## config.mk

```make
export PLATFORM = sky130hd
export DESIGN_NAME = ast_uart
export DESIGN_NICKNAME = d
export VERILOG_FILES = /design/src/rtl/ast_pkg.sv /design/src/rtl/ast_if.sv /design/src/rtl/ast_baud.sv /design/src/rtl/ast_rx.sv /design/src/rtl/ast_uart.sv
export SDC_FILE = /design/constraint.sdc
export NUM_CORES = 1
export LEC_CHECK = 0
export BUFFER_PORTS_ARGS = -buffer_cell sky130_fd_sc_hd__buf_2
export CORE_MARGIN = 1.5
export CORE_UTILIZATION = 42
export CTS_CLUSTER_SIZE = 8
export DETAILED_ROUTE_END_ITERATION = 16
export GPL_TIMING_DRIVEN = 1
export PLACE_DENSITY_LB_ADDON = 0.25
export SYNTH_ARGS = -nofsm -noshare
export SYNTH_HDL_FRONTEND = slang
export SYNTH_SLANG_ARGS = --single-unit
```

## constraint.sdc

```tcl
create_clock -name core_clk -period 3.4 [get_ports core_clk]
set_input_delay 0.68 -clock core_clk [delete_from_list [all_inputs] [get_ports core_clk]]
set_output_delay 0.68 -clock core_clk [all_outputs]
set_load 0.02 [all_outputs]
```

## src/rtl/ast_pkg.sv

```systemverilog
// Package: register map, field positions, reset values and timing counts
package ast_pkg;
    // ==========================================================
    // Register byte offsets
    localparam logic [7:0] TXCTL_OFF  = 8'h00; // transmit_status_control_reg
    localparam logic [7:0] RXCTL_OFF  = 8'h04; // receive_status_control_reg
    localparam logic [7:0] TXHOLD_OFF = 8'h08; // transmit_holding_register
    localparam logic [7:0] RXDATA_OFF = 8'h0C; // receive_data_register
    localparam logic [7:0] BAUD_OFF   = 8'h10; // baud_divisor_register
    localparam logic [7:0] INTCTL_OFF = 8'h14; // interrupt_control_reg
    localparam logic [7:0] PIE_OFF    = 8'h18; // peripheral_irq_enable_reg
    localparam logic [7:0] PIR_OFF    = 8'h1C; // peripheral_irq_flag_reg
    // ==========================================================
    // Transmit control field positions
    localparam int TX_NINTH_BIT  = 0;
    localparam int TX_EMPTY_BIT  = 1;
    localparam int TX_HSPEED_BIT = 2;
    localparam int TX_SYNC_BIT   = 4;
    localparam int TX_EN_BIT     = 5;
    localparam int TX_NINE_BIT   = 6;
    // Receive control field positions
    localparam int RX_NINTH_BIT  = 0;
    localparam int RX_OVR_BIT    = 1;
    localparam int RX_FRM_BIT    = 2;
    localparam int RX_ADDR_BIT   = 3;
    localparam int RX_CONT_BIT   = 4;
    localparam int RX_NINE_BIT   = 6;
    localparam int RX_PORT_BIT   = 7;
    // Interrupt control / enable / flag positions
    localparam int GLOBAL_IE_BIT = 7;
    localparam int PERIPH_IE_BIT = 6;
    localparam int RXI_BIT       = 5;
    localparam int TXI_BIT       = 4;
    // ==========================================================
    // Reset values
    localparam logic [7:0] TXCTL_RST = 8'h02;
    localparam logic [7:0] RXCTL_RST = 8'h00;
    localparam logic [7:0] BAUD_RST  = 8'h00;
    // Baud tick: 16 ticks per bit in low speed, 4 in high speed
    localparam logic [4:0] OVS_LOW   = 5'h10;
    localparam logic [4:0] OVS_HIGH  = 5'h04;
    localparam int         FRAME_W   = 9;
    localparam logic [1:0] AXI_OKAY  = 2'h0;
    localparam logic [1:0] AXI_SLVERR = 2'h2;
endpackage

```

## src/rtl/ast_if.sv

```systemverilog
// Interface: shared baud tick and line configuration between modules
`timescale 1ns/1ps
interface ast_if;
    logic       tick;
    logic       high_speed;
    logic       active;
    logic [7:0] divisor;
    modport src (output tick, input high_speed, active, divisor);
    modport snk (input tick, high_speed, active);
endinterface

```

## src/rtl/ast_baud.sv

```systemverilog
// Baud tick divider: one-cycle tick every divisor+1 core clocks
`timescale 1ns/1ps
module ast_baud (
    // Clock and reset
    input  wire logic core_clk,
    input  wire logic reset_n,
    // Tick link
    ast_if.src        lnk
);
    logic [7:0] cnt_q;
    logic [7:0] cnt_d;
    logic       tick_q;
    logic       tick_d;

    always_comb begin
        cnt_d  = cnt_q;
        tick_d = 1'b0;
        if (!lnk.active) begin
            cnt_d = 8'h00;
        end else if (cnt_q >= lnk.divisor) begin
            cnt_d  = 8'h00;
            tick_d = 1'b1;
        end else begin
            cnt_d = cnt_q + 8'h01;
        end
    end

    always_ff @(posedge core_clk or negedge reset_n) begin
        if (!reset_n) begin
            cnt_q  <= 8'h00;
            tick_q <= 1'b0;
        end else begin
            cnt_q  <= cnt_d;
            tick_q <= tick_d;
        end
    end
    assign lnk.tick = tick_q;
endmodule

```

## src/rtl/ast_rx.sv

```systemverilog
// Receive deserialiser: start detect, mid-bit sampling, frame output
`timescale 1ns/1ps
module ast_rx (
    // Clock and reset
    input  wire logic       core_clk,
    input  wire logic       reset_n,
    // Tick link
    ast_if.snk              lnk,
    // Line and control
    input  wire logic       rx_sync,
    input  wire logic       enable,
    input  wire logic       nine,
    // Completed character
    output logic            done,
    output logic [8:0]      data,
    output logic            frame_err
);
    typedef enum logic [1:0] {IDLE, START, BITS, STOP} ast_rx_st_t;
    ast_rx_st_t st_q, st_d;
    logic [4:0] ph_q, ph_d;
    logic [3:0] n_q, n_d;
    logic [8:0] sh_q, sh_d;
    logic       done_d, done_q, fe_d, fe_q;
    logic [4:0] ovs;
    logic [4:0] half;

    assign ovs  = lnk.high_speed ? ast_pkg::OVS_HIGH : ast_pkg::OVS_LOW;
    assign half = {1'b0, ovs[4:1]};

    // Start bit low, LSB first, then one stop bit
    always_comb begin
        st_d = st_q; ph_d = ph_q; n_d = n_q; sh_d = sh_q;
        done_d = 1'b0; fe_d = fe_q;
        if (!enable) begin
            st_d = IDLE;
        end else if (lnk.tick) begin
            ph_d = ph_q + 5'h01;
            case (st_q)
                IDLE: begin
                    ph_d = 5'h00;
                    if (!rx_sync) st_d = START;
                end
                START: if (ph_q == half - 5'h01) begin
                    ph_d = 5'h00;
                    n_d  = 4'h0;
                    st_d = rx_sync ? IDLE : BITS;
                end
                BITS: if (ph_q == ovs - 5'h01) begin
                    ph_d = 5'h00;
                    sh_d = nine ? {rx_sync, sh_q[8:1]}
                                : {1'b0, rx_sync, sh_q[7:1]};
                    n_d  = n_q + 4'h1;
                    if (n_q == (nine ? 4'h8 : 4'h7)) st_d = STOP;
                end
                STOP: if (ph_q == ovs - 5'h01) begin
                    st_d   = IDLE;
                    done_d = 1'b1;
                    fe_d   = !rx_sync;
                end
                default: st_d = IDLE;
            endcase
        end
    end

    always_ff @(posedge core_clk or negedge reset_n) begin
        if (!reset_n) begin
            st_q <= IDLE; ph_q <= 5'h00; n_q <= 4'h0; sh_q <= 9'h000;
            done_q <= 1'b0; fe_q <= 1'b0;
        end else begin
            st_q <= st_d; ph_q <= ph_d; n_q <= n_d; sh_q <= sh_d;
            done_q <= done_d; fe_q <= fe_d;
        end
    end
    assign done      = done_q;
    assign data      = sh_q;
    assign frame_err = fe_q;
endmodule

```

## src/rtl/ast_uart.sv

```systemverilog
// Top: AXI4-Lite register file, transmitter, receive buffer and overrun
//
// Decided for this implementation: register access over AXI4-Lite and the address map.
`timescale 1ns/1ps
// Overview of operation
// shift-empty flag set when shifter idle, clears on load until done
// shift-empty flag is read-only, no interrupt; shifter not mapped
// nine-bit enable shifts nine data bits, ninth from tx ninth bit
// software writes ninth bit before low byte
// holding write moves all nine bits into the shifter
// enabling transmitter sets transmit flag
// transmit flag with all enables raises interrupt at once
// holding write starts transmission when port and transmitter enabled
// software programs divisor and high-speed select first
// asynchronous only when sync clear and port enabled
// receiver accepts characters only with continuous receive set
// receive flag sets on buffer load; interrupt if enabled
// status shows errors and ninth bit; data shows low byte
// clearing continuous receive clears overrun and restarts receiver
// address detect buffers only characters with ninth bit set
// ninth bit reads set in address detect mode
// address detect cleared, every character is buffered
// transmitted ninth bit set marks an address character
// third word before read sets overrun on completion
// on overrun two characters kept, no more accepted
// software reads ninth bit before data register
// one low start, data LSB first, one high stop
module ast_uart (
    // Clock and reset
    input  wire logic        core_clk,
    input  wire logic        reset_n,
    // AXI4-Lite write
    input  wire logic [7:0]  s_axi_awaddr,
    input  wire logic        s_axi_awvalid,
    output logic             s_axi_awready,
    input  wire logic [31:0] s_axi_wdata,
    input  wire logic [3:0]  s_axi_wstrb,
    input  wire logic        s_axi_wvalid,
    output logic             s_axi_wready,
    output logic [1:0]       s_axi_bresp,
    output logic             s_axi_bvalid,
    input  wire logic        s_axi_bready,
    // AXI4-Lite read
    input  wire logic [7:0]  s_axi_araddr,
    input  wire logic        s_axi_arvalid,
    output logic             s_axi_arready,
    output logic [31:0]      s_axi_rdata,
    output logic [1:0]       s_axi_rresp,
    output logic             s_axi_rvalid,
    input  wire logic        s_axi_rready,
    // Serial line
    input  wire logic        rx_pin,
    output logic             tx_pin,
    // Interrupt request
    output logic             irq
);
    // ==========================================================
    // State
    logic [7:0] txc_q, txc_d, rxc_q, rxc_d, brg_q, brg_d;
    logic [7:0] intc_q, intc_d, pie_q, pie_d, hold_q, hold_d;
    logic       hold9_q, hold9_d, full_q, full_d, txflag_q, txflag_d;
    logic [10:0] tshift_q, tshift_d;
    logic [3:0] tcnt_q, tcnt_d;
    logic [4:0] tph_q, tph_d;
    logic [8:0] fifo_q [2], fifo_d [2];
    logic       fe_q [2], fe_d [2];
    logic [1:0] cnt_q, cnt_d;
    logic       ovr_q, ovr_d;
    logic       rx_m_q, rx_s_q;
    logic       aw_q, aw_d, w_q, w_d, bv_q, bv_d, rv_q, rv_d;
    logic [7:0] awa_q, awa_d;
    logic [31:0] wd_q, wd_d, rd_q, rd_d;
    logic [1:0] br_q, br_d, rr_q, rr_d;
    logic       rx_done, rx_fe, wr_go, rd_go, async_on, tx_on, ld;
    logic [8:0] rx_data;
    logic [4:0] ovs;
    ast_if lnk ();

    // ==========================================================
    // Submodules; rx pin passes two flops first
    assign async_on = rxc_q[ast_pkg::RX_PORT_BIT]
                    && !txc_q[ast_pkg::TX_SYNC_BIT];
    assign tx_on    = async_on && txc_q[ast_pkg::TX_EN_BIT];
    assign lnk.high_speed = txc_q[ast_pkg::TX_HSPEED_BIT];
    assign lnk.active     = async_on;
    assign lnk.divisor    = brg_q;
    assign ovs = lnk.high_speed ? ast_pkg::OVS_HIGH : ast_pkg::OVS_LOW;

    ast_baud u_baud (.core_clk(core_clk), .reset_n(reset_n), .lnk(lnk));
    ast_rx u_rx (
        .core_clk (core_clk), .reset_n (reset_n), .lnk (lnk),
        .rx_sync  (rx_s_q),
        .enable   (async_on && rxc_q[ast_pkg::RX_CONT_BIT]),
        .nine     (rxc_q[ast_pkg::RX_NINE_BIT]),
        .done     (rx_done), .data (rx_data), .frame_err (rx_fe)
    );

    // ==========================================================
    // Bus channel capture
    assign s_axi_awready = !aw_q && !bv_q;
    assign s_axi_wready  = !w_q && !bv_q;
    assign s_axi_arready = !rv_q;
    assign wr_go = aw_q && w_q && !bv_q;
    assign rd_go = s_axi_arvalid && !rv_q;

    // ==========================================================
    // Next state
    always_comb begin
        txc_d = txc_q; rxc_d = rxc_q; brg_d = brg_q; intc_d = intc_q;
        pie_d = pie_q; hold_d = hold_q; hold9_d = hold9_q;
        full_d = full_q; txflag_d = txflag_q; tshift_d = tshift_q;
        tcnt_d = tcnt_q; tph_d = tph_q; fifo_d = fifo_q; fe_d = fe_q;
        cnt_d = cnt_q; ovr_d = ovr_q;
        aw_d = aw_q; w_d = w_q; bv_d = bv_q; rv_d = rv_q;
        awa_d = awa_q; wd_d = wd_q; rd_d = rd_q; br_d = br_q; rr_d = rr_q;
        ld = 1'b0;
        if (s_axi_awvalid && s_axi_awready) begin
            aw_d = 1'b1; awa_d = s_axi_awaddr;
        end
        if (s_axi_wvalid && s_axi_wready) begin
            w_d = 1'b1; wd_d = s_axi_wdata;
            if (!s_axi_wstrb[0]) wd_d[7:0] = 8'h00;
        end
        if (bv_q && s_axi_bready) bv_d = 1'b0;
        if (rv_q && s_axi_rready) rv_d = 1'b0;
        // Register writes; byte lane 0 only, clear lane 0 strobe writes zero
        if (wr_go) begin
            aw_d = 1'b0; w_d = 1'b0; bv_d = 1'b1; br_d = ast_pkg::AXI_OKAY;
            case (awa_q)
                ast_pkg::TXCTL_OFF: begin
                    // Shift-empty bit kept, not writable
                    txc_d = {wd_q[7:2], txc_q[ast_pkg::TX_EMPTY_BIT],
                             wd_q[0]};
                end
                ast_pkg::RXCTL_OFF: begin
                    rxc_d = {wd_q[7:3], rxc_q[2:0]};
                    if (!wd_q[ast_pkg::RX_CONT_BIT]) ovr_d = 1'b0;
                end
                ast_pkg::TXHOLD_OFF: if (tx_on) begin
                    // Ninth bit captured now, written earlier
                    hold_d = wd_q[7:0];
                    hold9_d = txc_q[ast_pkg::TX_NINTH_BIT];
                    full_d = 1'b1; txflag_d = 1'b0;
                end
                ast_pkg::BAUD_OFF:   brg_d = wd_q[7:0];
                ast_pkg::INTCTL_OFF: intc_d = wd_q[7:0];
                ast_pkg::PIE_OFF:    pie_d = wd_q[7:0];
                ast_pkg::PIR_OFF:    ;
                ast_pkg::RXDATA_OFF: ;
                default: br_d = ast_pkg::AXI_SLVERR;
            endcase
        end
        // Transmitter: idle marks the shift-empty flag
        if (!tx_on) begin
            tcnt_d = 4'h0; full_d = 1'b0;
            txc_d[ast_pkg::TX_EMPTY_BIT] = 1'b1;
            // Holding is empty, so the flag follows the enable
            txflag_d = txc_d[ast_pkg::TX_EN_BIT]
                     && rxc_d[ast_pkg::RX_PORT_BIT]
                     && !txc_d[ast_pkg::TX_SYNC_BIT];
        end else if (tcnt_q == 4'h0) begin
            if (full_q) begin
                // Frame: start 0, data LSB first, ninth if enabled, stop 1
                tshift_d = txc_q[ast_pkg::TX_NINE_BIT]
                      ? {1'b1, hold9_q, hold_q, 1'b0}
                      : {2'b11, hold_q, 1'b0};
                tcnt_d = txc_q[ast_pkg::TX_NINE_BIT] ? 4'hB : 4'hA;
                tph_d  = 5'h00;
                full_d = 1'b0; txflag_d = 1'b1;
                txc_d[ast_pkg::TX_EMPTY_BIT] = 1'b0;
            end
        end else if (lnk.tick) begin
            tph_d = tph_q + 5'h01;
            if (tph_q == ovs - 5'h01) begin
                tph_d = 5'h00;
                tshift_d = {1'b1, tshift_q[10:1]};
                tcnt_d = tcnt_q - 4'h1;
                if (tcnt_q == 4'h1 && !full_d)
                    txc_d[ast_pkg::TX_EMPTY_BIT] = 1'b1;
            end
        end
        // Receive data read pops the buffer
        if (rd_go) begin
            rv_d = 1'b1; rr_d = ast_pkg::AXI_OKAY; rd_d = 32'h0000_0000;
            case (s_axi_araddr)
                ast_pkg::TXCTL_OFF:  rd_d[7:0] = txc_q;
                ast_pkg::RXCTL_OFF: begin
                    rd_d[7:0] = {rxc_q[7:3], fe_q[0], ovr_q,
                                 rxc_q[ast_pkg::RX_NINE_BIT] && fifo_q[0][8]};
                    if (rxc_q[ast_pkg::RX_ADDR_BIT]
                        && rxc_q[ast_pkg::RX_NINE_BIT])
                        rd_d[ast_pkg::RX_NINTH_BIT] = 1'b1;
                end
                ast_pkg::RXDATA_OFF: begin
                    rd_d[7:0] = fifo_q[0][7:0];
                    if (cnt_q != 2'h0) begin
                        fifo_d[0] = fifo_q[1]; fe_d[0] = fe_q[1];
                        cnt_d = cnt_q - 2'h1;
                    end
                end
                ast_pkg::BAUD_OFF:   rd_d[7:0] = brg_q;
                ast_pkg::INTCTL_OFF: rd_d[7:0] = intc_q;
                ast_pkg::PIE_OFF:    rd_d[7:0] = pie_q;
                ast_pkg::PIR_OFF: begin
                    rd_d[ast_pkg::RXI_BIT] = cnt_q != 2'h0;
                    rd_d[ast_pkg::TXI_BIT] = txflag_q;
                end
                ast_pkg::TXHOLD_OFF: ;
                default: rr_d = ast_pkg::AXI_SLVERR;
            endcase
        end
        // Completed character; a same-cycle pop is seen first
        if (rx_done && !ovr_q) begin
            if (!(rxc_q[ast_pkg::RX_ADDR_BIT] && rxc_q[ast_pkg::RX_NINE_BIT])
                || rx_data[8]) begin
                if (cnt_d == 2'h2) begin
                    ovr_d = 1'b1;
                end else begin
                    fifo_d[cnt_d[0]] = rx_data;
                    fe_d[cnt_d[0]] = rx_fe;
                    cnt_d = cnt_d + 2'h1;
                end
            end
        end
        if (!rxc_q[ast_pkg::RX_CONT_BIT]) ovr_d = 1'b0;
    end

    // Level interrupt from the two enable levels
    assign irq = intc_q[ast_pkg::GLOBAL_IE_BIT]
               && intc_q[ast_pkg::PERIPH_IE_BIT]
               && ((pie_q[ast_pkg::TXI_BIT] && txflag_q)
                   || (pie_q[ast_pkg::RXI_BIT] && cnt_q != 2'h0));

    always_ff @(posedge core_clk or negedge reset_n) begin
        if (!reset_n) begin
            txc_q <= ast_pkg::TXCTL_RST; rxc_q <= ast_pkg::RXCTL_RST;
            brg_q <= ast_pkg::BAUD_RST; intc_q <= 8'h00; pie_q <= 8'h00;
            hold_q <= 8'h00; hold9_q <= 1'b0; full_q <= 1'b0;
            txflag_q <= 1'b0; tshift_q <= 11'h7FF; tcnt_q <= 4'h0;
            tph_q <= 5'h00; fifo_q[0] <= 9'h000; fifo_q[1] <= 9'h000;
            fe_q[0] <= 1'b0; fe_q[1] <= 1'b0; cnt_q <= 2'h0;
            ovr_q <= 1'b0; rx_m_q <= 1'b1; rx_s_q <= 1'b1;
            aw_q <= 1'b0; w_q <= 1'b0; bv_q <= 1'b0; rv_q <= 1'b0;
            awa_q <= 8'h00; wd_q <= 32'h0000_0000; rd_q <= 32'h0000_0000;
            br_q <= 2'h0; rr_q <= 2'h0;
        end else begin
            txc_q <= txc_d; rxc_q <= rxc_d; brg_q <= brg_d;
            intc_q <= intc_d; pie_q <= pie_d; hold_q <= hold_d;
            hold9_q <= hold9_d; full_q <= full_d; txflag_q <= txflag_d;
            tshift_q <= tshift_d; tcnt_q <= tcnt_d; tph_q <= tph_d;
            fifo_q <= fifo_d; fe_q <= fe_d; cnt_q <= cnt_d;
            ovr_q <= ovr_d; rx_m_q <= rx_pin; rx_s_q <= rx_m_q;
            aw_q <= aw_d; w_q <= w_d; bv_q <= bv_d; rv_q <= rv_d;
            awa_q <= awa_d; wd_q <= wd_d; rd_q <= rd_d;
            br_q <= br_d; rr_q <= rr_d;
        end
    end

    assign tx_pin = (tcnt_q == 4'h0) ? 1'b1 : tshift_q[0];
    assign s_axi_bvalid = bv_q;
    assign s_axi_bresp  = br_q;
    assign s_axi_rvalid = rv_q;
    assign s_axi_rdata  = rd_q;
    assign s_axi_rresp  = rr_q;
endmodule

```

* Word-level counts from Yosys, hierarchy flattened *
Index checks and enable logic that the tools add are counted.

cells by class
  reductions and logical operators = 64
  order comparisons = 3
  bitwise logic cells = 2
  mux-type cells = 109
  shifts and indexed selects = 0
  div/mod/pow operators = 0
  multipliers = 0
  $add $sub $neg = 9
  eq/ne operators = 35

operators with widths
  cell                                                              count
  8-bit by 5-bit == test with 1-bit output (second input constant)  8
  18-bit two-way mux                                                3
  1-bit two-way mux                                                 45
  9-bit two-way mux                                                 5
  11-bit two-way mux                                                4
  8-bit two-way mux                                                 5
  2-bit two-way mux                                                 19
  5-bit two-way mux                                                 7
  8-bit by 4-bit == test with 1-bit output (second input constant)  4
  4-bit two-way mux                                                 8
  4-bit case mux with 6 select lines                                1
  1-bit logical AND                                                 23
  18-bit bitwise mux                                                1
  3-bit inequality test (second input constant)                     6
  8-bit by 3-bit == test with 1-bit output (second input constant)  2
  8-bit logical NOT                                                 2
  2-bit nonzero test                                                8
  8-bit OR reduction                                                2
  5-bit == test                                                     3
  5-bit case mux with 3 select lines                                1
  2-bit case mux with 7 select lines                                1
  6-bit two-way mux                                                 2
  2-bit case mux with 6 select lines                                1
  2-bit AND reduction                                               6
  other kinds (34)                                                  55

storage, ports and cells
  ROM bits = 0
  latch bits = 0
  output and inout port bits = 43
  memories = 0
  input port bits = 60
  RAM bits = 0
  register bits = 156
  word-level logic and storage cells = 261

* Logic depth before layout (Yosys ltp) *
Gate-level depths: netlist of run 1.

  depth after elaboration = 13
  mapped depth = 9
  gate-level depth less buffers = 8

* By module *
Synthesis of run 1 repeated with hierarchy kept, for this count alone.

unflattened totals
  cells, all modules = 701
  area, all modules = 7,838.8 µm²

modules (own cells, without submodules)
  module    times used  cells an instance  area an instance (µm²)  sequential area each (µm²)
  ast_uart  1           531                6,084.6                 3,069.2
  ast_rx    1           111                1,157.4                 550.5
  ast_baud  1           59                 596.8                   225.2

* Worst setup path after synthesis of run 1 *
OpenSTA, ideal clock, no wires.

  path kind = input port to flip-flop
  from = input s_axi_araddr[5]
  to = register with a tool-made name
  buffers on the path = 0
  arrival = 3.154 ns
  library setup time = 0.125 ns
  stages = 7
  slack = 0.121 ns
  required time = 3.275 ns
  path through = or4_1 -> or4_1 -> o21ai_0 -> inv_1 -> ha_1 -> nor3_2 -> mux2_2

RTL lines
  element          line            RTL
  start, declared  ast_uart.sv:44  input wire logic [7:0] s_axi_araddr,

==> results of run 1 <==
[flip-flops by register name, indices dropped and copies added, names as in the netlist, 4 cells and up, named ones only]
signal / count
s_axi_rdata: 8
wd_q: 8
brg_q: 8
pie_q: 8
txc_q: 8
u_rx.n_q: 4
fifo_q: 9
tcnt_q: 4
rxc_q: 5
u_baud.cnt_q: 8
hold_q: 8
u_rx.data: 9
awa_q: 8
tshift_q: 10
tph_q: 5
intc_q: 8
u_rx.ph_q: 5
[kinds of logic (layout without fill, tap and decap cells)]
kind of cell	count (synthesis)	after routing	share of synthesized area, %
fa+ha+maj	22	22	3.59
compound gates	96	96	7.86
buf+inv	75	120	5.15
other cells	1	26	0.0490
simple gates	210	210	14.2
xor+xnor	10	10	1.14
mux	108	108	17.8
flops	153	153	50.2
[cell usage in the layout (no fill, tap or decap), drive strengths merged, types with 5 or more instances in the layout]
| master | instances |
|---|---|
| clkbuf | 22 |
| mux2 | 90 |
| nor2 | 38 |
| mux2i | 10 |
| dfstp | 13 |
| bufinv | 5 |
| xnor2 | 8 |
| conb | 26 |
| nand3 | 17 |
| or3 | 6 |
| inv | 26 |
| nor3b | 7 |
| nand2 | 77 |
| mux4 | 8 |
| nor2b | 10 |
| buf | 63 |
| ha | 22 |
| dfrtp | 140 |
| a21o | 7 |
| o21ai | 38 |
| a21oi | 13 |
| nand3b | 5 |
| a22oi | 8 |
| a31oi | 8 |
| nor3 | 12 |
[metrics by stage]
step	cell area, um^2	setup TNS [ps]	setup slack (ps)	hold WS, ps
global route	8760	0	311	135
global placement	8110	0	160	347
detailed placement	8110	-0.977	-0.977	350
floorplan	7750	0	121	345
finish	8760	0	433	137
CTS	8760	0	427	133
[power by group]
part | leakage (nW) | switching [mW] | total, mW | internal (mW)
Combinational | 1.83 | 0.309 | 0.527 | 0.218
Sequential | 2.04 | 0.235 | 2.21 | 1.97
Clock | 0.315 | 0.744 | 2.09 | 1.35
Total | 4.18 | 1.29 | 4.82 | 3.53
[routing by layer]
| metal | part of all wire [%] | wire length, um |
|---|---|---|
| met1 | 48 | 7930 |
| met2 | 47 | 7760 |
| met3 | 4.1 | 686 |
| met4 | 1.7 | 277 |
| met5 | 0 | 0 |
[final cells by class]
class                           instances  share of cell area [%]
Sequential cell                       153                    43.9
Multi-Input combinational cell        472                    40.1
Clock buffer                           22                    5.30
Timing Repair Buffer                   63                    4.21
Tap cell                              229                    3.27
Clock inverter                         10                    2.16
Inverter                               25                    1.07
[path summary, 6_finish.rpt]
check,from,endpoint,slack (ps),cells after the start
max,s_axi_araddr[5],fifo_q[10],430,9
min,reset_n,u_rx.data[3],140,1
max reg2reg,s_axi_rvalid,fifo_q[10],740,8
min reg2reg,rx_m_q,rx_s_q,360,0
max in group asynchronous,reset_n,rx_m_q,2430,2
min in group core_clk,rx_pin,rx_m_q,350,1
[worst max-delay path: cells and delay by family]
kind / cells / cell delay, ps
buf+inv: 2 / 180
compound gates: 1 / 300
fa+ha+maj: 1 / 230
simple gates: 4 / 1490
mux: 1 / 380
==> impl_metrics.csv, run 1 <==
group,metric,value,unit
global_routing,use_met2,28.1,%
synth,synth_top_area_share,45.8,%
sta,post-route-min-period,2970,ps
place,dp_hpwl,11.8,mm
sta,finClkSkew,13.3,ps
power,power.density,551,nW/um^2
synth,synthTopCellsByArea,"dfrtp_1 (46%), mux2_2 (11%), dfstp_2 (4.5%)",
final_layout,post-route-util,48.9,%
global_routing,grt-ovfl-total,0,
route,drtPass1Iterations,4,
outcome,status,"finished, final reports clean",
global_routing,grt_pass1_vias,5296,
setup_path,crit_path_start_kind,"input port",
cts,clock_sinks,153,
global_routing,grt_max_degree,84,
cts,post-cts-setup-buffers,0,
setup_path,crit_chain,"buf_2 -> or4_1 -> or4_1 -> o21ai_0 -> inv_1 -> ha_1 -> nor2_1 -> nand2_2 -> mux2_4",
sta,relSlewSlack,31.6,%
synth,ys_types,61,
final_layout,nets,814,
cts,hold_buffers,0,
setup_path,path_common_cell,"or4_1",
power,p_total,4.82,mW
sta,fmax,0.337,GHz
route,vias_per_cell,5.36,
route,ant_nets,0,
setup_path,cp-end-kind,"flip-flop",
setup_path,critPathMaxStageDelay,560,ps
cts,clk_latency,430,ps
sta,worst_slew_pin_slew,1020,ps
sta,hold_violations,0,
final_layout,area_growth,14.4,%
floorplan,die_area,19100,um^2
cts,clkTransAtPathRegs,60,ps
global_routing,antenna_found_initial,0,
floorplan,die_h,138,um
setup_path,crit_slowest_cell,"or4_1",
flow_run,cap_violations,0,
cts,cts_tree,"done",
floorplan,initial_utilization,42.8,%
setup_path,worst-endpoint-required,3700,ps
route,vias,5222,
place,gp_congestion,0.804,
setup_path,path_class,"in2reg",
sta,grt_setup_unrepaired,"no",
synth,synth_area,7660,um^2
floorplan,io_pins,103,
global_routing,grt_first_pass_wirelength,27.9,mm
place,port_buffers,49,
final_layout,instances_no_fill,974,
place,placedCellCount,942,
synth,syn_inst,675,
sta,slew_violations,0,
global_routing,met1_usage,25.8,%
final_layout,multiInputGateArea,3510,um^2
synth,yosys.cell_count.top_type,"dfrtp_1",
final_layout,antennaDiodeCount,0,
synth,synth_ff_type,"dfrtp_1",
route,drtIter0Drc,283,
cts,htreeDepth,4,
cts,ctsLongestPathBuffers,2,
power,vdd_drop_max,0.410,mV
floorplan,die_x,138,um
global_routing,grt_most_used_layer,"met2",
global_routing,track_usage,18.5,%
sta,period_share,87.3,%
synth,syn_area_per_cell,11.3,um^2
final_layout,nFillCells,1589,
synth,async_reset_ff_share,100,%
route,wire_per_inst,17.1,um
floorplan,coreArea,17900,um^2
setup_path,cp.arrival,3270,ps
synth,ys_warn_count,0,
min_path,hp-class,"in2async",
synth,synth_commonest_cells,"dfrtp_1 (140), nand2_1 (76), mux2_2 (72), nor2_1 (38), o21ai_0 (37)",
final_layout,drive_gt1_share,29.3,%
setup_path,crit_fanout,10,
route,wl,16.7,mm
final_layout,seq_area,3840,um^2
global_routing,grt_use_met3,5.06,%
sta,setup_viol,0,
synth,synth_seq_area_share,50.2,%
floorplan,rows,49,
power,power.leakage,4.18,nW
cts,cts_buffers,17,
cts,clk_root_buffer_cell,"clkbuf_16",
synth,synth_edf_count,0,
route,drc,0,
cts,post_cts_resized,0,
synth,synth_seq_cells,153,
synth,yosysTopAreaCell,"dfrtp_1",
No activity file was read; power rests on OpenSTA's default activity.
==> run 2, diff against run 1 <==
==> constraint.sdc (replaced) <==
create_clock -name core_clk -period 3.42 [get_ports core_clk]
set_input_delay 0.684 -clock core_clk [delete_from_list [all_inputs] [get_ports core_clk]]
set_output_delay 0.684 -clock core_clk [all_outputs]
set_load 0.02 [all_outputs]
==> run 2 against run 1 <==
Effect of this change: largest power group unchanged; non-clock buffer count unchanged; total power shrank 4.2%; via count down 1.0%; clock power decreased by 9%; clock skew fell by 1.6 ps; sequential cell count did not move; critical endpoint is now fifo_q[14]; final cell count unchanged; sequential power about the same; utilization shrank 0.39 points; sequential share of layout area grew 0.35 points.
==> impl_metrics.csv, run 2 (synthesized netlist as in run 1, its figures left out) <==
group,metric,value,unit
outcome,status,"finished, final reports clean",
floorplan,coreArea,17900,um^2
setup_path,path_delay_family,"simple AND/OR/NAND/NOR gates",
cts,post-cts-setup-buffers,0,
global_routing,grt_pass1_vias,5280,
route,wire_per_inst,16.9,um
setup_path,crit_slowest_cell,"or4_1",
sta,slew_violations,0,
sta,setup_viol,0,
setup_path,cp-end-kind,"flip-flop",
global_routing,grt_max_degree,82,
floorplan,initial_utilization,42.8,%
cts,post_cts_resized,0,
setup_path,cp.arrival,3230,ps
power,power.leakage,4.15,nW
final_layout,largest-register,"tshift_q",
power,power.density,532,nW/um^2
cts,clkTransAtPathRegs,60,ps
global_routing,grt-ovfl-total,0,
setup_path,path_common_cell,"or4_1",
final_layout,nets,814,
sta,hold_violations,0,
place,port_buffers,49,
route,vias_per_cell,5.31,
power,vdd_drop_max,0.383,mV
sta,worst_slew_pin_slew,942,ps
cts,clock_sinks,153,
setup_path,crit_path_start_kind,"input port",
floorplan,die_x,138,um
final_layout,antennaDiodeCount,0,
route,drc,0,
setup_path,critPathMaxStageDelay,540,ps
place,dp_hpwl,11.9,mm
setup_path,path_class,"in2reg",
sta,grt_setup_unrepaired,"no",
setup_path,crit_chain,"buf_2 -> or4_1 -> or4_1 -> mux2i_2 -> ha_1 -> nor2_1 -> nand2_2 -> mux2_4",
global_routing,grt_first_pass_wirelength,27.9,mm
flow_run,cap_violations,0,
route,drtPass1Iterations,4,
sta,timing.setup.tns,0,ps
route,wl,16.5,mm
cts,clk_root_buffer_cell,"clkbuf_16",
cts,clk_latency,430,ps
global_routing,antenna_found_initial,0,
cts,cts_buffers,17,
sta,fmax,0.341,GHz
setup_path,cp_num_buf_inv,1,
route,vias,5169,
floorplan,die_h,138,um
sta,whs,280,ps
final_layout,layout_common_cells,"dfrtp_1 (140), nand2_1 (76), mux2_2 (72)",
cts,cts_tree,"done",
sta,relSlewSlack,36.7,%
final_layout,final_common_cell,"dfrtp_1",
sta,post-route-min-period,2930,ps
floorplan,die_area,19100,um^2
floorplan,rows,49,
min_path,hp-class,"in2async",
sta,period_share,85.7,%
setup_path,crit_fanout,10,
setup_path,worst-endpoint-required,3720,ps
final_layout,area_growth,13.5,%
cts,ctsLongestPathBuffers,2,
global_routing,track_usage,18.3,%
final_layout,largest_reg_flops,10,
sta,finClkSkew,11.7,ps
cts,htreeDepth,4,
route,ant_nets,0,
cts,hold_buffers,0,
floorplan,io_pins,103,
final_layout,drive_gt1_share,29.5,%
place,gp_congestion,0.798,
route,drtIter0Drc,230,
-- run 2: metrics by stage --
stage               setup slack, ps  instances  power (mW)  cell area, um^2  util (%)
floorplan                       137        700        2.50             7750         -
global placement               98.7        942        2.72             8090      45.2
detailed placement             37.1        942        2.74             8090      45.2
CTS                             489        974        4.67             8690      48.5
global route                    404        974        4.85             8690      48.5
finish                          489        974        4.62             8690      48.5
-- run 2: area by class of cell --
cell class / instances / area [um^2]
repair buffers: 63 / 357
inverters: 25 / 93.8
multi-input cells: 472 / 3510
flip-flops and latches: 153 / 3840
clock buffers: 19 / 443
well taps: 229 / 287
fillers: 1607 / 9210
clock inverters: 13 / 153
-- run 2: layer usage --
metal  GRT usage [%]  wire length, um
met1            25.4             7910
met2            28.1             7710
met3            4.36              642
met4            6.65              218
met5               0                0
-- run 2: final timing paths --
| kind | cells after the start | startpoint | slack (ps) | endpoint |
|---|---|---|---|---|
| min | 1 | reset_n | 280 | fifo_q[12] |
| min in group core_clk | 0 | rx_m_q | 360 | rx_s_q |
| max reg2reg | 7 | s_axi_rvalid | 780 | fifo_q[14] |
| min reg2reg | 0 | rx_m_q | 360 | rx_s_q |
| max in group asynchronous | 2 | reset_n | 2270 | tshift_q[9] |
| max | 8 | s_axi_araddr[5] | 490 | fifo_q[14] |
-- run 2: where the power goes --
| part | total [mW] | switching (mW) | internal [mW] | leakage, nW |
|---|---|---|---|---|
| Clock | 1.91 | 0.751 | 1.16 | 0.292 |
| Sequential | 2.19 | 0.227 | 1.96 | 2.04 |
| Combinational | 0.523 | 0.308 | 0.216 | 1.82 |
| Total | 4.62 | 1.29 | 3.34 | 4.15 |
==> run 3, diff against run 2 <==
--- a/config.mk
+++ b/config.mk
@@ -5,6 +5,7 @@
 export SDC_FILE = /design/constraint.sdc
 export NUM_CORES = 1
 export LEC_CHECK = 0
+export ABC_AREA = 1
 export BUFFER_PORTS_ARGS = -buffer_cell sky130_fd_sc_hd__buf_2
 export CORE_MARGIN = 1.5
 export CORE_UTILIZATION = 42
@@ -12,6 +13,7 @@
 export DETAILED_ROUTE_END_ITERATION = 16
 export GPL_TIMING_DRIVEN = 1
 export PLACE_DENSITY_LB_ADDON = 0.25
+export SKIP_LAST_GASP = 1
 export SYNTH_ARGS = -nofsm -noshare
 export SYNTH_HDL_FRONTEND = slang
 export SYNTH_SLANG_ARGS = --single-unit
==> run 3 against run 2 <==
Effect of this change: sequential cell count stayed put; die area grew 1.5%; critical path depth shrank 1; wire length is 4.1% higher; clock-buffer cell count increased by 2.
==> impl_metrics.csv, run 3 <==
group,metric,value,unit
final_layout,drive_gt1_share,13.7,%
sta,hold_violations,0,
place,port_buffers,49,
route,vias,6130,
setup_path,critPathMaxStageDelay,370,ps
setup_path,worst-endpoint-required,2740,ps
final_layout,area_growth,12.1,%
setup_path,crit_fanout,20,
sta,grt_setup_unrepaired,"no",
route,wire_per_inst,13.7,um
setup_path,crit_path_start_kind,"flip-flop",
cts,htreeDepth,4,
synth,syn_area_per_cell,8.10,um^2
setup_path,path_delay_family,"buffers and inverters",
final_layout,largest-register,"tshift_q",
cts,post_cts_resized,0,
sta,timing.setup.tns,0,ps
sta,period_share,83.6,%
setup_path,path_class,"reg2out",
floorplan,die_x,139,um
setup_path,r2r_cells,11,
sta,relSlewSlack,53.6,%
synth,synth_area,7770,um^2
place,gp_congestion,0.845,
route,wl,17.2,mm
final_layout,nets,1092,
setup_path,crit_chain,"inv_1 -> ha_1 -> nand2_1 -> buf_4 -> clkinv_1 -> or2_2 -> buf_2",
setup_path,cp.arrival,2170,ps
floorplan,coreArea,18000,um^2
cts,post-cts-setup-buffers,0,
global_routing,use_met2,31.9,%
cts,ctsLongestPathBuffers,2,
synth,ys_warn_count,0,
sta,slew_violations,0,
sta,post-route-min-period,2860,ps
power,swShare,28.9,%
final_layout,nFillCells,1794,
power,share_comb_of_total_power,14.0,%
cts,clk_root_buffer_cell,"clkbuf_16",
cts,cts_buffers,17,
global_routing,track_usage,18.9,%
power,power.leakage,4.29,nW
power,p_sw,1.29,mW
setup_path,cp-startpoint,"tcnt_q[0]",
route,ant_nets,0,
route,vias_per_cell,4.90,
cts,clk_latency,420,ps
global_routing,met1_usage,24.4,%
cts,clock_sinks,153,
synth,syn_inst,959,
synth,synth_seq_area_share,49.5,%
cts,hold_buffers,0,
global_routing,grt_max_degree,78,
power,power.density,513,nW/um^2
synth,yosys.cell_count.top_type,"nand2_1",
global_routing,grt-ovfl-total,0,
synth,synth_commonest_cells,"nand2_1 (255), dfrtp_1 (140), inv_1 (95), o21ai_0 (82), nand3_1 (81)",
flow_run,cap_violations,0,
synth,synth_top_area_share,45.1,%
sta,worst_slew_pin_slew,696,ps
sta,finClkSkew,6.59,ps
power,intPower,3.18,mW
global_routing,grt_pass1_vias,5814,
setup_path,reg2reg_slack,960,ps
setup_path,worstSetupEndpoint,"tx_pin",
synth,ys_types,41,
setup_path,cp-end-kind,"output pin",
setup_path,reg2reg_from,"s_axi_rvalid",
sta,fmax,0.350,GHz
place,dp_hpwl,12.4,mm
floorplan,die_h,139,um
route,drc,0,
floorplan,die_area,19300,um^2
synth,synthTopCellsByArea,"dfrtp_1 (45%), nand2_1 (12%), o21ai_0 (5.3%)",
power,pwr-share-clk,39.9,%
sta,whs,279,ps
route,drtIter0Drc,346,
floorplan,rows,49,
outcome,status,"finished, final reports clean",
sta,setup_viol,0,
floorplan,io_pins,103,
synth,yosysTopAreaCell,"dfrtp_1",
synth,async_reset_ff_share,100,%
power,vdd_drop_max,0.382,mV
synth,synth_ff_type,"dfrtp_1",
final_layout,final_common_cell,"nand2_1",
route,drtPass1Iterations,5,
min_path,hp-class,"in2async",
global_routing,antenna_found_initial,0,
synth,synth_edf_count,0,
final_layout,largest_reg_flops,10,
final_layout,layout_common_cells,"nand2_1 (255), dfrtp_1 (140), inv_1 (95)",
setup_path,crit-reg2reg-capture,"fe_q[1]",
synth,synth_seq_cells,153,
cts,clkTransAtPathRegs,60,ps
global_routing,grt_most_used_layer,"met2",
cts,cts_tree,"done",
global_routing,grt_use_met3,3.94,%
setup_path,cp_num_buf_inv,4,
global_routing,grt_first_pass_wirelength,29.2,mm
setup_path,cp.depth,7,
final_layout,antennaDiodeCount,0,
setup_path,crit_slowest_cell,"dfrtp_1",
power,p_seq_share,46.0,%
floorplan,initial_utilization,43.1,%
run 3: cell count changes after synthesis, sizes merged, moves of 19 or more:
| cell | delta |
|---|---|
| nand3 | +67 |
| nand2 | +182 |
| o21ai | +64 |
| inv | +74 |
| nor2 | +48 |
| nand4 | +19 |
| mux2 | -86 |
run 3: through the flow:
stage | instances | total power, mW | worst slack, ps | utilization [%] | instance area [um^2]
after floorplan | 984 | 2.49 | 1080 | - | 7870
after global placement | 1220 | 2.72 | 350 | 45.2 | 8150
after detailed placement | 1220 | 2.73 | 323 | 45.2 | 8150
after CTS | 1252 | 4.52 | 548 | 48.3 | 8710
after global routing | 1252 | 4.69 | 386 | 48.3 | 8710
final | 1252 | 4.47 | 562 | 48.3 | 8710
run 3: worst register-to-register path, stage by stage (launching register included):
cell and delay (ps):
dfrtp_1 370, inv_1 80, nand2_1 220, inv_1 180, nand4_1 140, nand2_1 110
inv_1 70, ha_1 210, nor2_1 350, nand3_1 370, nand2_1 160, nand2_1 70
run 3: worst min-delay path by stage:
stage / to / cells after the start
2_1_floorplan: rx_s_q / 0
3_3_place_gp: rx_s_q / 0
3_5_place_dp: rx_s_q / 0
4_1_cts: hold_q[3] / 1
5_1_grt: hold_q[2] / 1
6_report: hold_q[2] / 1
run 3: layout make-up:
type	count	area, um^2	area share, %
Sequential cell	153	3840	44.1
Multi-Input combinational cell	675	3290	37.8
Clock buffer	21	460	5.28
Inverter	101	379	4.35
Timing Repair Buffer	62	349	4.01
Tap cell	229	287	3.29
Clock inverter	11	98.8	1.13
run 3: routing by layer:
metal  part of all wire (%)  vias up
met3                    3.1       17
met4                    1.3        0
met1                     46     2893
met2                     50       75
li1                       -     3145
met5                      0        -
run 3: cell families after synthesis:
family	Yosys count	synth area share [%]
other	1	0.0482
AOI/OAI and AO/OA	142	9.72
adders and majority gates	22	3.54
DFF	153	49.5
buffers and inverters	156	9.35
and+or+nand+nor	471	26.2
xor gates and xnor gates	10	1.13
muxes	4	0.579
run 3: power by group through the flow:
stage	registers [mW]	clock network, mW	logic [mW]
2_1_floorplan	2.10	0	0.395
3_3_place_gp	2.09	0	0.629
3_5_place_dp	2.09	0	0.638
4_1_cts	2.06	1.83	0.638
5_1_grt	2.07	1.91	0.709
6_report	2.06	1.79	0.628
